<file path="src/hw/swc_pkg.sv">
package swc_pkg;
  // Register offsets on the special-function bus
  localparam logic [7:0] SWC_SYS_STATE_ADDR = 8'ha1;
  localparam logic [7:0] SWC_WAKE_FLAG_ADDR = 8'haf;
  localparam logic [7:0] SWC_EDGE_SEL_ADDR = 8'hc7;
  localparam logic [7:0] SWC_RTC_IV_ADDR = 8'h96;
  localparam logic [7:0] SWC_IO_CTL_ADDR = 8'hc9;
  localparam logic [7:0] SWC_SEC_IV_ADDR = 8'hdf;
  // Reset values
  localparam logic [7:0] SWC_REG_RESET = 8'h00;
  // Field positions in io_wake_control
  localparam int SWC_CTL_PULSE_EN = 2;
  localparam int SWC_CTL_PORT0_EN = 1;
  localparam int SWC_CTL_NO_RESET = 0;
  // Field positions in rtc_seconds_wake_interval
  localparam int SWC_SEC_MODE_BIT = 6;
  // Field positions in the status registers
  localparam int SWC_SYS_IO_BIT = 3;
  localparam int SWC_SYS_RTC_BIT = 2;
  localparam int SWC_FLG_PULSE_BIT = 3;
  localparam int SWC_FLG_P03_BIT = 2;
  localparam int SWC_FLG_P02_BIT = 1;
  // Edge select codes
  localparam logic [1:0] SWC_EDGE_RISE = 2'h1;
  localparam logic [1:0] SWC_EDGE_BOTH = 2'h2;
  // Interval lengths in 62.5 ms base ticks
  localparam int SWC_CNT_W = 21;
  localparam logic [20:0] SWC_TICKS_62MS = 21'h0_0001;
  localparam logic [20:0] SWC_TICKS_125MS = 21'h0_0002;
  localparam logic [20:0] SWC_TICKS_250MS = 21'h0_0004;
  localparam logic [20:0] SWC_TICKS_500MS = 21'h0_0008;
  localparam logic [20:0] SWC_TICKS_1S = 21'h0_0010;
  localparam logic [20:0] SWC_TICKS_1MIN = 21'h0_03c0;
  localparam logic [20:0] SWC_TICKS_1H = 21'h0_e100;
  localparam logic [20:0] SWC_TICKS_1DAY = 21'h15_1800;

  // Interval timer state
  typedef struct packed {
    logic [SWC_CNT_W-1:0] count;
    logic event_out;
  } swc_tmr_s;

  // Wakeup control state
  typedef struct packed {
    logic [7:0] rtc_iv;
    logic [2:0] io_ctl;
    logic [7:0] sec_iv;
    logic [7:0] edge_sel;
    logic prev_p03;
    logic prev_p02;
    logic prev_sleep;
    logic io_flag;
    logic rtc_flag;
    logic pulse_flag;
    logic p03_flag;
    logic p02_flag;
    logic wake_resume;
    logic wake_reset;
    logic clear_sleep_ctl;
    logic [7:0] rdata;
  } swc_state_s;
endpackage : swc_pkg

</file>
<file path="src/hw/swc_wake_ctrl.sv">
`timescale 1ns/10ps
`default_nettype none
module swc_wake_ctrl
  import swc_pkg::*;
(
  input wire logic clock,
  input wire logic rst_n,
  input wire logic [7:0] sfr_addr,
  input wire logic sfr_wr,
  input wire logic [7:0] sfr_wdata,
  output logic [7:0] sfr_rdata,
  input wire logic sleeping,
  input wire logic tick_62ms,
  input wire logic wake_pin_p03,
  input wire logic wake_pin_p02,
  input wire logic energy_pulse_output,
  output logic wake_resume,
  output logic wake_reset,
  output logic clear_sleep_ctl
);
  swc_state_s st;
  swc_state_s next_st;
  logic rtc_evt;
  logic [SWC_CNT_W-1:0] limit;
  logic hit_p03;
  logic hit_p02;
  logic io_evt;
  logic pulse_evt;
  logic sleep_entry;

  // Active-edge test; 00 and 11 both mean falling
  function automatic logic edge_hit(input logic [1:0] sel, input logic prev, input logic cur);
    case (sel)
      SWC_EDGE_RISE: edge_hit = !prev && cur;
      SWC_EDGE_BOTH: edge_hit = prev != cur;
      default: edge_hit = prev && !cur;
    endcase
  endfunction : edge_hit

  // Interval length in base ticks for the programmed mode
  function automatic logic [SWC_CNT_W-1:0] interval_ticks(input logic [7:0] rtc_iv,
                                                          input logic [7:0] sec_iv);
    if (sec_iv[SWC_SEC_MODE_BIT]) begin
      if (sec_iv[5:0] == 6'h00) begin
        interval_ticks = SWC_TICKS_62MS;
      end else begin
        interval_ticks = SWC_CNT_W'({sec_iv[5:0], 4'h0} + SWC_TICKS_1S);
      end
    end else begin
      case (rtc_iv[2:0])
        3'h0: interval_ticks = SWC_TICKS_1S;
        3'h1: interval_ticks = SWC_TICKS_1MIN;
        3'h2: interval_ticks = SWC_TICKS_1H;
        3'h3: interval_ticks = SWC_TICKS_1DAY;
        3'h4: interval_ticks = SWC_TICKS_500MS;
        3'h5: interval_ticks = SWC_TICKS_250MS;
        3'h6: interval_ticks = SWC_TICKS_125MS;
        default: interval_ticks = SWC_TICKS_62MS;
      endcase
    end
  endfunction : interval_ticks

  // Seconds mode trusts software to have loaded 0x07 first; no check is made here
  assign limit = interval_ticks(st.rtc_iv, st.sec_iv);

  // RTC events only while sleeping, once per interval
  swc_interval_timer u_timer (
    .clock(clock),
    .rst_n(rst_n),
    .run(sleeping),
    .tick(tick_62ms),
    .limit(limit),
    .event_out(rtc_evt)
  );

  // Wake sources, all qualified by the sleep state
  assign hit_p03 = edge_hit(st.edge_sel[7:6], st.prev_p03, wake_pin_p03);
  assign hit_p02 = edge_hit(st.edge_sel[5:4], st.prev_p02, wake_pin_p02);
  assign io_evt = sleeping && st.io_ctl[SWC_CTL_PORT0_EN] && (hit_p03 || hit_p02);
  assign pulse_evt = sleeping && st.io_ctl[SWC_CTL_PULSE_EN] && energy_pulse_output;
  assign sleep_entry = sleeping && !st.prev_sleep;

  // Next-state logic: bus writes, wake decisions, sticky status flags
  always_comb begin
    next_st = st;
    next_st.prev_p03 = wake_pin_p03;
    next_st.prev_p02 = wake_pin_p02;
    next_st.prev_sleep = sleeping;
    if (sfr_wr) begin
      case (sfr_addr)
        SWC_RTC_IV_ADDR: next_st.rtc_iv = sfr_wdata;
        SWC_IO_CTL_ADDR: next_st.io_ctl = sfr_wdata[2:0];
        SWC_SEC_IV_ADDR: next_st.sec_iv = sfr_wdata;
        SWC_EDGE_SEL_ADDR: next_st.edge_sel = sfr_wdata;
        default: next_st.io_ctl = st.io_ctl;
      endcase
    end
    // Wake requests; a pin resume also clears sleep and power-control bits elsewhere
    next_st.wake_resume = (io_evt && st.io_ctl[SWC_CTL_NO_RESET]) || pulse_evt
                          || (rtc_evt && sleeping);
    next_st.clear_sleep_ctl = io_evt && st.io_ctl[SWC_CTL_NO_RESET];
    next_st.wake_reset = io_evt && !st.io_ctl[SWC_CTL_NO_RESET];
    // Flags clear on entry to sleep; a same-cycle set still wins
    if (sleep_entry) begin
      next_st.io_flag = 1'b0;
      next_st.rtc_flag = 1'b0;
      next_st.pulse_flag = 1'b0;
      next_st.p03_flag = 1'b0;
      next_st.p02_flag = 1'b0;
    end
    if (io_evt) begin
      next_st.io_flag = 1'b1;
      // Build on next_st so a clear on sleep entry in this cycle is kept
      next_st.p03_flag = next_st.p03_flag || hit_p03;
      next_st.p02_flag = next_st.p02_flag || hit_p02;
    end
    if (pulse_evt) begin
      next_st.rtc_flag = 1'b1;
      next_st.pulse_flag = 1'b1;
    end else if (rtc_evt && sleeping) begin
      next_st.rtc_flag = 1'b1;
      next_st.pulse_flag = 1'b0;
    end
    // Registered read data, one cycle behind the address; reserved bits read zero
    case (sfr_addr)
      SWC_RTC_IV_ADDR: next_st.rdata = st.rtc_iv;
      SWC_IO_CTL_ADDR: next_st.rdata = {5'h00, st.io_ctl};
      SWC_SEC_IV_ADDR: next_st.rdata = st.sec_iv;
      SWC_EDGE_SEL_ADDR: next_st.rdata = st.edge_sel;
      SWC_SYS_STATE_ADDR: next_st.rdata = {4'h0, st.io_flag, st.rtc_flag, 2'h0};
      SWC_WAKE_FLAG_ADDR: next_st.rdata = {4'h0, st.pulse_flag, st.p03_flag, st.p02_flag, 1'b0};
      default: next_st.rdata = SWC_REG_RESET;
    endcase
  end

  always_ff @(posedge clock or negedge rst_n) begin
    if (!rst_n) begin
      st <= '0;
    end else begin
      st <= next_st;
    end
  end

  // Every output straight from the state register
  assign sfr_rdata = st.rdata;
  assign wake_resume = st.wake_resume;
  assign wake_reset = st.wake_reset;
  assign clear_sleep_ctl = st.clear_sleep_ctl;
endmodule : swc_wake_ctrl
`default_nettype wire

</file>
<file path="src/hw/swc_interval_timer.sv">
`timescale 1ns/10ps
`default_nettype none
module swc_interval_timer
  import swc_pkg::*;
(
  input wire logic clock,
  input wire logic rst_n,
  input wire logic run,
  input wire logic tick,
  input wire logic [SWC_CNT_W-1:0] limit,
  output logic event_out
);
  swc_tmr_s st;
  swc_tmr_s next_st;

  // Count base ticks only while asleep; leaving sleep restarts the interval
  always_comb begin
    next_st = st;
    next_st.event_out = 1'b0;
    if (!run) begin
      next_st.count = '0;
    end else if (tick) begin
      if (st.count + 1'b1 >= limit) begin
        next_st.count = '0;
        next_st.event_out = 1'b1;
      end else begin
        next_st.count = st.count + 1'b1;
      end
    end
  end

  always_ff @(posedge clock or negedge rst_n) begin
    if (!rst_n) begin
      st <= '0;
    end else begin
      st <= next_st;
    end
  end

  assign event_out = st.event_out;
endmodule : swc_interval_timer
`default_nettype wire

</file>
<file path="config.mk">
export PLATFORM = sky130hd
export DESIGN_NAME = swc_wake_ctrl
export DESIGN_NICKNAME = d
export VERILOG_FILES = /design/src/hw/swc_pkg.sv /design/src/hw/swc_wake_ctrl.sv /design/src/hw/swc_interval_timer.sv
export SDC_FILE = /design/constraint.sdc
export NUM_CORES = 1
export LEC_CHECK = 0
export BUFFER_PORTS_ARGS = -buffer_cell sky130_fd_sc_hd__buf_2
export CAP_MARGIN = 25
export CORE_UTILIZATION = 52
export CTS_BUF_LIST = sky130_fd_sc_hd__clkbuf_4 sky130_fd_sc_hd__clkbuf_8
export DETAILED_ROUTE_END_ITERATION = 8
export PLACE_DENSITY = 0.78
export RECOVER_POWER = 100
export SKIP_LAST_GASP = 1
export SYNTH_ARGS = -nofsm -noshare
export SYNTH_HDL_FRONTEND = slang
export SYNTH_SLANG_ARGS = --single-unit
</file>
<file path="constraint.sdc">
create_clock -name clock -period 4.5 [get_ports clock]
set_input_delay 0.45 -clock clock [delete_from_list [all_inputs] [get_ports clock]]
set_output_delay 0.45 -clock clock [all_outputs]
set_load 0.02 [all_outputs]
</file>
==> Yosys cells after proc, flatten, opt, wreduce, memory -nomap -nowiden <==
Index checks and enable logic that the tools add are counted.
{ "totals": {"ff_bits": 68, "latch_bits": 0, "ramBits": 0, "rom_bits": 0, "inputBits": 24, "output_inout_bits": 11, "word_cells": 87, "memories": 0} }
{ "op_classes": {"add_sub_neg": 2, "n_mul": 0, "n_div": 0, "order_cmp": 1, "eq_ne": 19, "shifts": 0, "muxes": 16, "bitwise_logic": 0, "n_reduce_logical": 31} }
{ "op_table": {"columns": ["cell", "count"], "rows": [
  ["$pmux 21 s7", 1],
  ["$mux 21", 3],
  ["$eq 8x8->1 const B", 6],
  ["$pmux 8 s6", 1],
  ["$mux 22", 1],
  ["$add 21x1->21 const B", 1],
  ["$ge 21x21->1", 1],
  ["$logic_and 1x1->1", 12],
  ["$add 10x5->11 const B", 1],
  ["$mux 11", 1],
  ["$eq 3x3->1 const B", 3],
  ["$reduce_and 2->1", 4],
  ["$eq 3x2->1 const B", 2],
  ["$logic_not 1->1", 6],
  ["$logic_not 6->1", 1],
  ["$mux 2", 3],
  ["$logic_or 1x1->1", 5],
  ["$mux 5", 1],
  ["$eq 2x1->1 const B", 2],
  ["$eq 2x2->1 const B", 2],
  ["$pmux 1 s2", 2],
  ["$eq 3x1->1 const B", 1],
  ["$logic_not 3->1", 1],
  ["$mux 1", 3],
  ["other kinds (4)", 5]
]} }

==> Logic depth before layout (Yosys ltp) <==
{ "logic_depth": {"ltp_word": 8, "depth_mapped": 15, "mapped_depth_nobuf": 14} }

==> Hierarchy <==
A second synthesis with hierarchy kept.
{ "unflattened": {"cells_unflattened": 449, "hier_area_um2": 4346.7} }
{ "by_module_without_submodules": {"columns": ["module", "instances", "cells_per_inst", "area_each_um2", "seq_area_each_um2"], "rows": [
  ["swc_wake_ctrl", 1, 215, 2419.8, 1151.1],
  ["swc_interval_timer", 1, 234, 1926.8, 550.5]
]} }

==> Worst setup path after synthesis <==
OpenSTA, ideal clock, no wires.
{ "synth_timing": {"path_type": "flip-flop to flip-flop", "startpoint": "register u_timer.st[1] (netlist bit)", "endpoint": "register u_timer.st[10] (netlist bit)", "setup_time_ns": 0.122, "arrival_time_ns": 3.070, "required_time_ns": 4.378, "slack_ns": 1.309, "path_stages_with_launch": 15, "path_buffers": 1, "synth_period_minus_slack_ns": 3.191, "cell_sequence": "dfrtp_1 > ha_1 > nand2_1 > or4_1 > nor2_1 > nand3_1 > xnor2_1 > ha_1 > nand4_1 > nor3_1 > nand4_1 > a2111oi_2 > a21oi_2 > buf_6 > a32o_1"} }
{ "synth_via": {"elab_chain_cells": 5} }
{ "synth_rtl": {"columns": ["element", "line_no", "text"], "rows": [
  ["start, declared", "swc_interval_timer.sv:13", "swc_tmr_s st;"],
  ["start signal, assigned", "swc_interval_timer.sv:36", "st <= next_st;"],
  ["$add 21x1->21 *", "swc_interval_timer.sv:23, swc_interval_timer.sv:27", null],
  ["$ge 21x21->1", "swc_interval_timer.sv:23", "if (st.count + 1'b1 >= limit) begin"],
  ["$mux 21 *", "swc_interval_timer.sv:23", null],
  ["$mux 22 *", "swc_interval_timer.sv:22", "end else if (tick) begin"],
  ["$mux 21 *", "swc_interval_timer.sv:20", "if (!run) begin"]
]} }
Mark *: on every way between the ends. The rest lies on a longest branch, timed or not. The select of a mux whose other input is x is not followed.
A chain may end at the register's enable or synchronous reset.

==> Worst setup path in the final report <==
{ "layout_timing": {"startpoint": "register st[27] (netlist bit)", "endpoint": "register u_timer.st[1] (netlist bit)"} }
{ "layout_via": {"elab_chain_cells": 7, "word_cells_on_any_way": 8, "cone_classes": "1 x add/sub; 1 x order compare; 5 x mux; 1 x reduce/logical"} }
{ "layout_rtl": {"columns": ["element", "line_no", "text"], "rows": [
  ["start, declared", "swc_wake_ctrl.sv:21", "swc_state_s st;"],
  ["start signal, assigned", "swc_wake_ctrl.sv:140", "st <= next_st;"],
  ["$add 10x5->11 or $logic_not 6->1 (tied branches)", "swc_wake_ctrl.sv:47, swc_wake_ctrl.sv:44", null],
  ["$mux 11 *", "swc_wake_ctrl.sv:44", "if (sec_iv[5:0] == 6'h00) begin"],
  ["$mux 21 *", "swc_wake_ctrl.sv:43", "if (sec_iv[SWC_SEC_MODE_BIT]) begin"],
  ["$ge 21x21->1 *", "swc_interval_timer.sv:23", null],
  ["$mux 21 *", "swc_interval_timer.sv:23", null],
  ["$mux 22 *", "swc_interval_timer.sv:22", null],
  ["$mux 21 *", "swc_interval_timer.sv:20", null]
]} }
Marked as above.

==> run metrics <==
status=finished with violations; failing checks=max-capacitance violations, max-slew violations; height of the die=89.2 um; Max-slew headroom=-39.7%; final hold viol count=0; flops & latches, synth=68; Slew @ Worst Pin=2.10 ns; area of the mapped netlist=0.00396 sq mm; CTS buffer count=9; PwrDens=323 mW/mm^2; fin crit period=3.90 ns; later-pin clock latency in the skew report=0.35 ns; Detailed Place HPWL=5850 um; PnR Total Power=1.42 mW; startpoint types=register; met3 WL post-DR=381 um; TritonCTS clock tree=done; aggregate global routing overflow=0; Setup CP Type=reg2reg; post-synthesis cell count=370; drt via density=5.92; crit-path cells=inv_1 > ha_1 > or4b_2 > o21a_1 > a21oi_1 > ha_1 > a21o_1 > a21oi_1 > o21ai_0 > a221oi_1 > o21ai_0 > a21oi_1 > buf_4 > and4b_1 > o21a_1; Rows=31; unrepaired setup endpoints after global routing=false; Final setup viols=0; Die W=89.2 um; WP data arrival=4.19 ns; via count=2,990; most used cell, CP=a21oi_1; CP max-delay cell=or4b_2; ys flop type=dfrtp_1; initial core utilization=54.3%; max-slew violation count=81; final period utilization=86.7%; Finished Layout Cells=505; Area growth syn-to-layout=10.9%; Placed Area=0.00418 sq mm; I/O Pins=35; setup TNS=0 ns; Worst Path Required=4.79 ns; Die ar.=0.00796 sq mm; vias in the first global route=2,864; post-route setup slack=0.598 ns; wire per inst=16.4 um; initial antenna violation count=0; Max Cap Viol=3; part of the Yosys area used for sequential elements=43.0%; Initial DRC Count=212; post-cts resize count=0; ANT cells=0; layout cells sized above 1=18.0%; largest net degree at the start of global routing=41; Clock Path Buffers=2; CP Max Fanout=16; VDD IR max=0.153 mV; clock root cell=clkbuf_8; Total GRT Usage=21.9%; core area=0.00729 sq mm; met2 routed WL=3960 um; Fmax=0.256 GHz; router iterations before antenna repair=5; min-delay worst type=in2reg; clock net sink count=68; DRC Markers=0; post-placement cell count=489; largest stage delay on the critical path=0.58 ns; number of synthesized flops with an enable pin=0; IO buf count=34; Async S/R FF share, synth=100%; Core Util, Final=60.2%; Pleak=2.17 nW; Post-Route WL=8260 um; post-route cell area=0.00439 sq mm; Fill cells=606; Final nets=454; Post-Syn Area per Cell=10.7 sq um; first-pass GRT wire length=13,300 um; WL met1=3740 um; Final Wtd Congestion=0.923; hold slack final=0.247 ns; H-Tree Depth=3; Post-CTS Setup Repair Bufs=0; clk_skew=0.00480 ns; hold buffer count at CTS=0; Net Count, Synth=423; nature of the critical path endpoint=register; Reg clk slew, reported paths=0.08 ns; Top Metal Used=met4; Yosys cell types=50; antenna violation net count after detailed routing=0; Ys Warns=0; Placement Setup Slack=0.769 ns
==> final timing paths <==
| path | start | to | slack, ns | depth (start not counted) |
|---|---|---|---|---|
| worst max-delay path | st[27] | u_timer.st[1] | 0.60 | 15 |
| worst min-delay path | wake_pin_p03 | st[18] | 0.25 | 1 |
| worst max register to register | st[27] | u_timer.st[1] | 0.60 | 15 |
| worst min register to register | st[35] | wake_reset | 0.48 | 1 |
| max in group asynchronous | rst_n | st[14] | 1.37 | 2 |
| min in group asynchronous | rst_n | u_timer.st[8] | 0.49 | 1 |
==> layer usage <==
layer | GRT usage [%] | up-vias
met3 | 2.95 | 18
li1 | - | 1421
met2 | 35.2 | 94
met1 | 29.5 | 1457
met5 | 0 | -
met4 | 10.5 | 0
==> state kept, by name (all words and copies together) (netlist names) <==
register / count
wake_resume: 1
st: 35
u_timer.st: 21
sfr_rdata: 8
wake_reset: 1
u_timer.event_out: 1
clear_sleep_ctl: 1
==> placed cells by master, fill, tap and decap left out, types with 3 or more instances in the layout <==
| cell | n |
|---|---|
| a21o_1 | 5 |
| a21oi_1 | 18 |
| a222oi_1 | 7 |
| a22o_1 | 3 |
| a22oi_1 | 5 |
| a31oi_1 | 5 |
| a32o_1 | 15 |
| and3_1 | 4 |
| buf_2 | 19 |
| bufinv_16 | 3 |
| clkbuf_1 | 18 |
| clkbuf_8 | 11 |
| dfrtp_1 | 68 |
| ha_1 | 29 |
| inv_1 | 20 |
| mux2_2 | 27 |
| nand2_1 | 34 |
| nand2b_1 | 6 |
| nand3_1 | 15 |
| nand3b_1 | 3 |
| nand4_1 | 7 |
| nor2_1 | 12 |
| nor2b_1 | 5 |
| nor3_1 | 4 |
| nor4_1 | 5 |
| o21ai_0 | 8 |
| xnor2_1 | 13 |
| xor2_1 | 10 |
==> cells by family after synthesis <==
kind of cell	share of synthesized area, %
fa+ha+maj	9.17
simple gates	15.3
compound gates	13.9
flops	43.0
buf+inv	4.84
mux	7.68
xor+xnor	6.13
==> cell usage after synthesis (3+ instances only) <==
cell / number / area share (%)
a21o_1: 5 / 0.95
a21oi_1: 17 / 2.1
a222oi_1: 7 / 1.8
a22o_1: 3 / 0.66
a22oi_1: 5 / 0.95
a31oi_1: 5 / 0.79
a32o_1: 15 / 3.8
and3_1: 4 / 0.63
buf_4: 8 / 1.5
clkbuf_1: 8 / 0.76
dfrtp_1: 68 / 43
ha_1: 29 / 9.2
inv_1: 20 / 1.9
mux2_2: 27 / 7.7
nand2_1: 34 / 3.2
nand2b_1: 6 / 0.95
nand3_1: 15 / 1.9
nand3b_1: 3 / 0.57
nand4_1: 7 / 1.1
nor2_1: 12 / 1.1
nor2b_1: 5 / 0.79
nor3_1: 4 / 0.51
nor4_1: 4 / 0.63
o21ai_0: 7 / 0.89
xnor2_1: 13 / 2.9
xor2_1: 10 / 2.2
==> worst max-delay path: cells and delay by family (launching register included) <==
family	cells	cell delay, ns
simple gates	2	0.79
flops	1	0.45
compound gates	9	1.77
buf+inv	2	0.42
fa+ha+maj	2	0.42
==> power by group <==
part / internal, mW / switching, mW / total (mW)
logic: 0.0483 / 0.0752 / 0.123
registers: 0.629 / 0.0196 / 0.649
clock network: 0.400 / 0.245 / 0.646
total: 1.08 / 0.340 / 1.42
==> area by class of cell <==
type / count / area (sq um) / share of cell area [%]
inverter: 20 / 75.1 / 1.71
timing repair buffer: 39 / 178 / 4.05
multi-input combinational: 263 / 2050 / 46.8
tap: 99 / 124 / 2.82
clock buffer: 11 / 151 / 3.45
sequential: 68 / 1700 / 38.8
clock inverter: 5 / 106 / 2.42
Power figures use the tool's default switching activity.
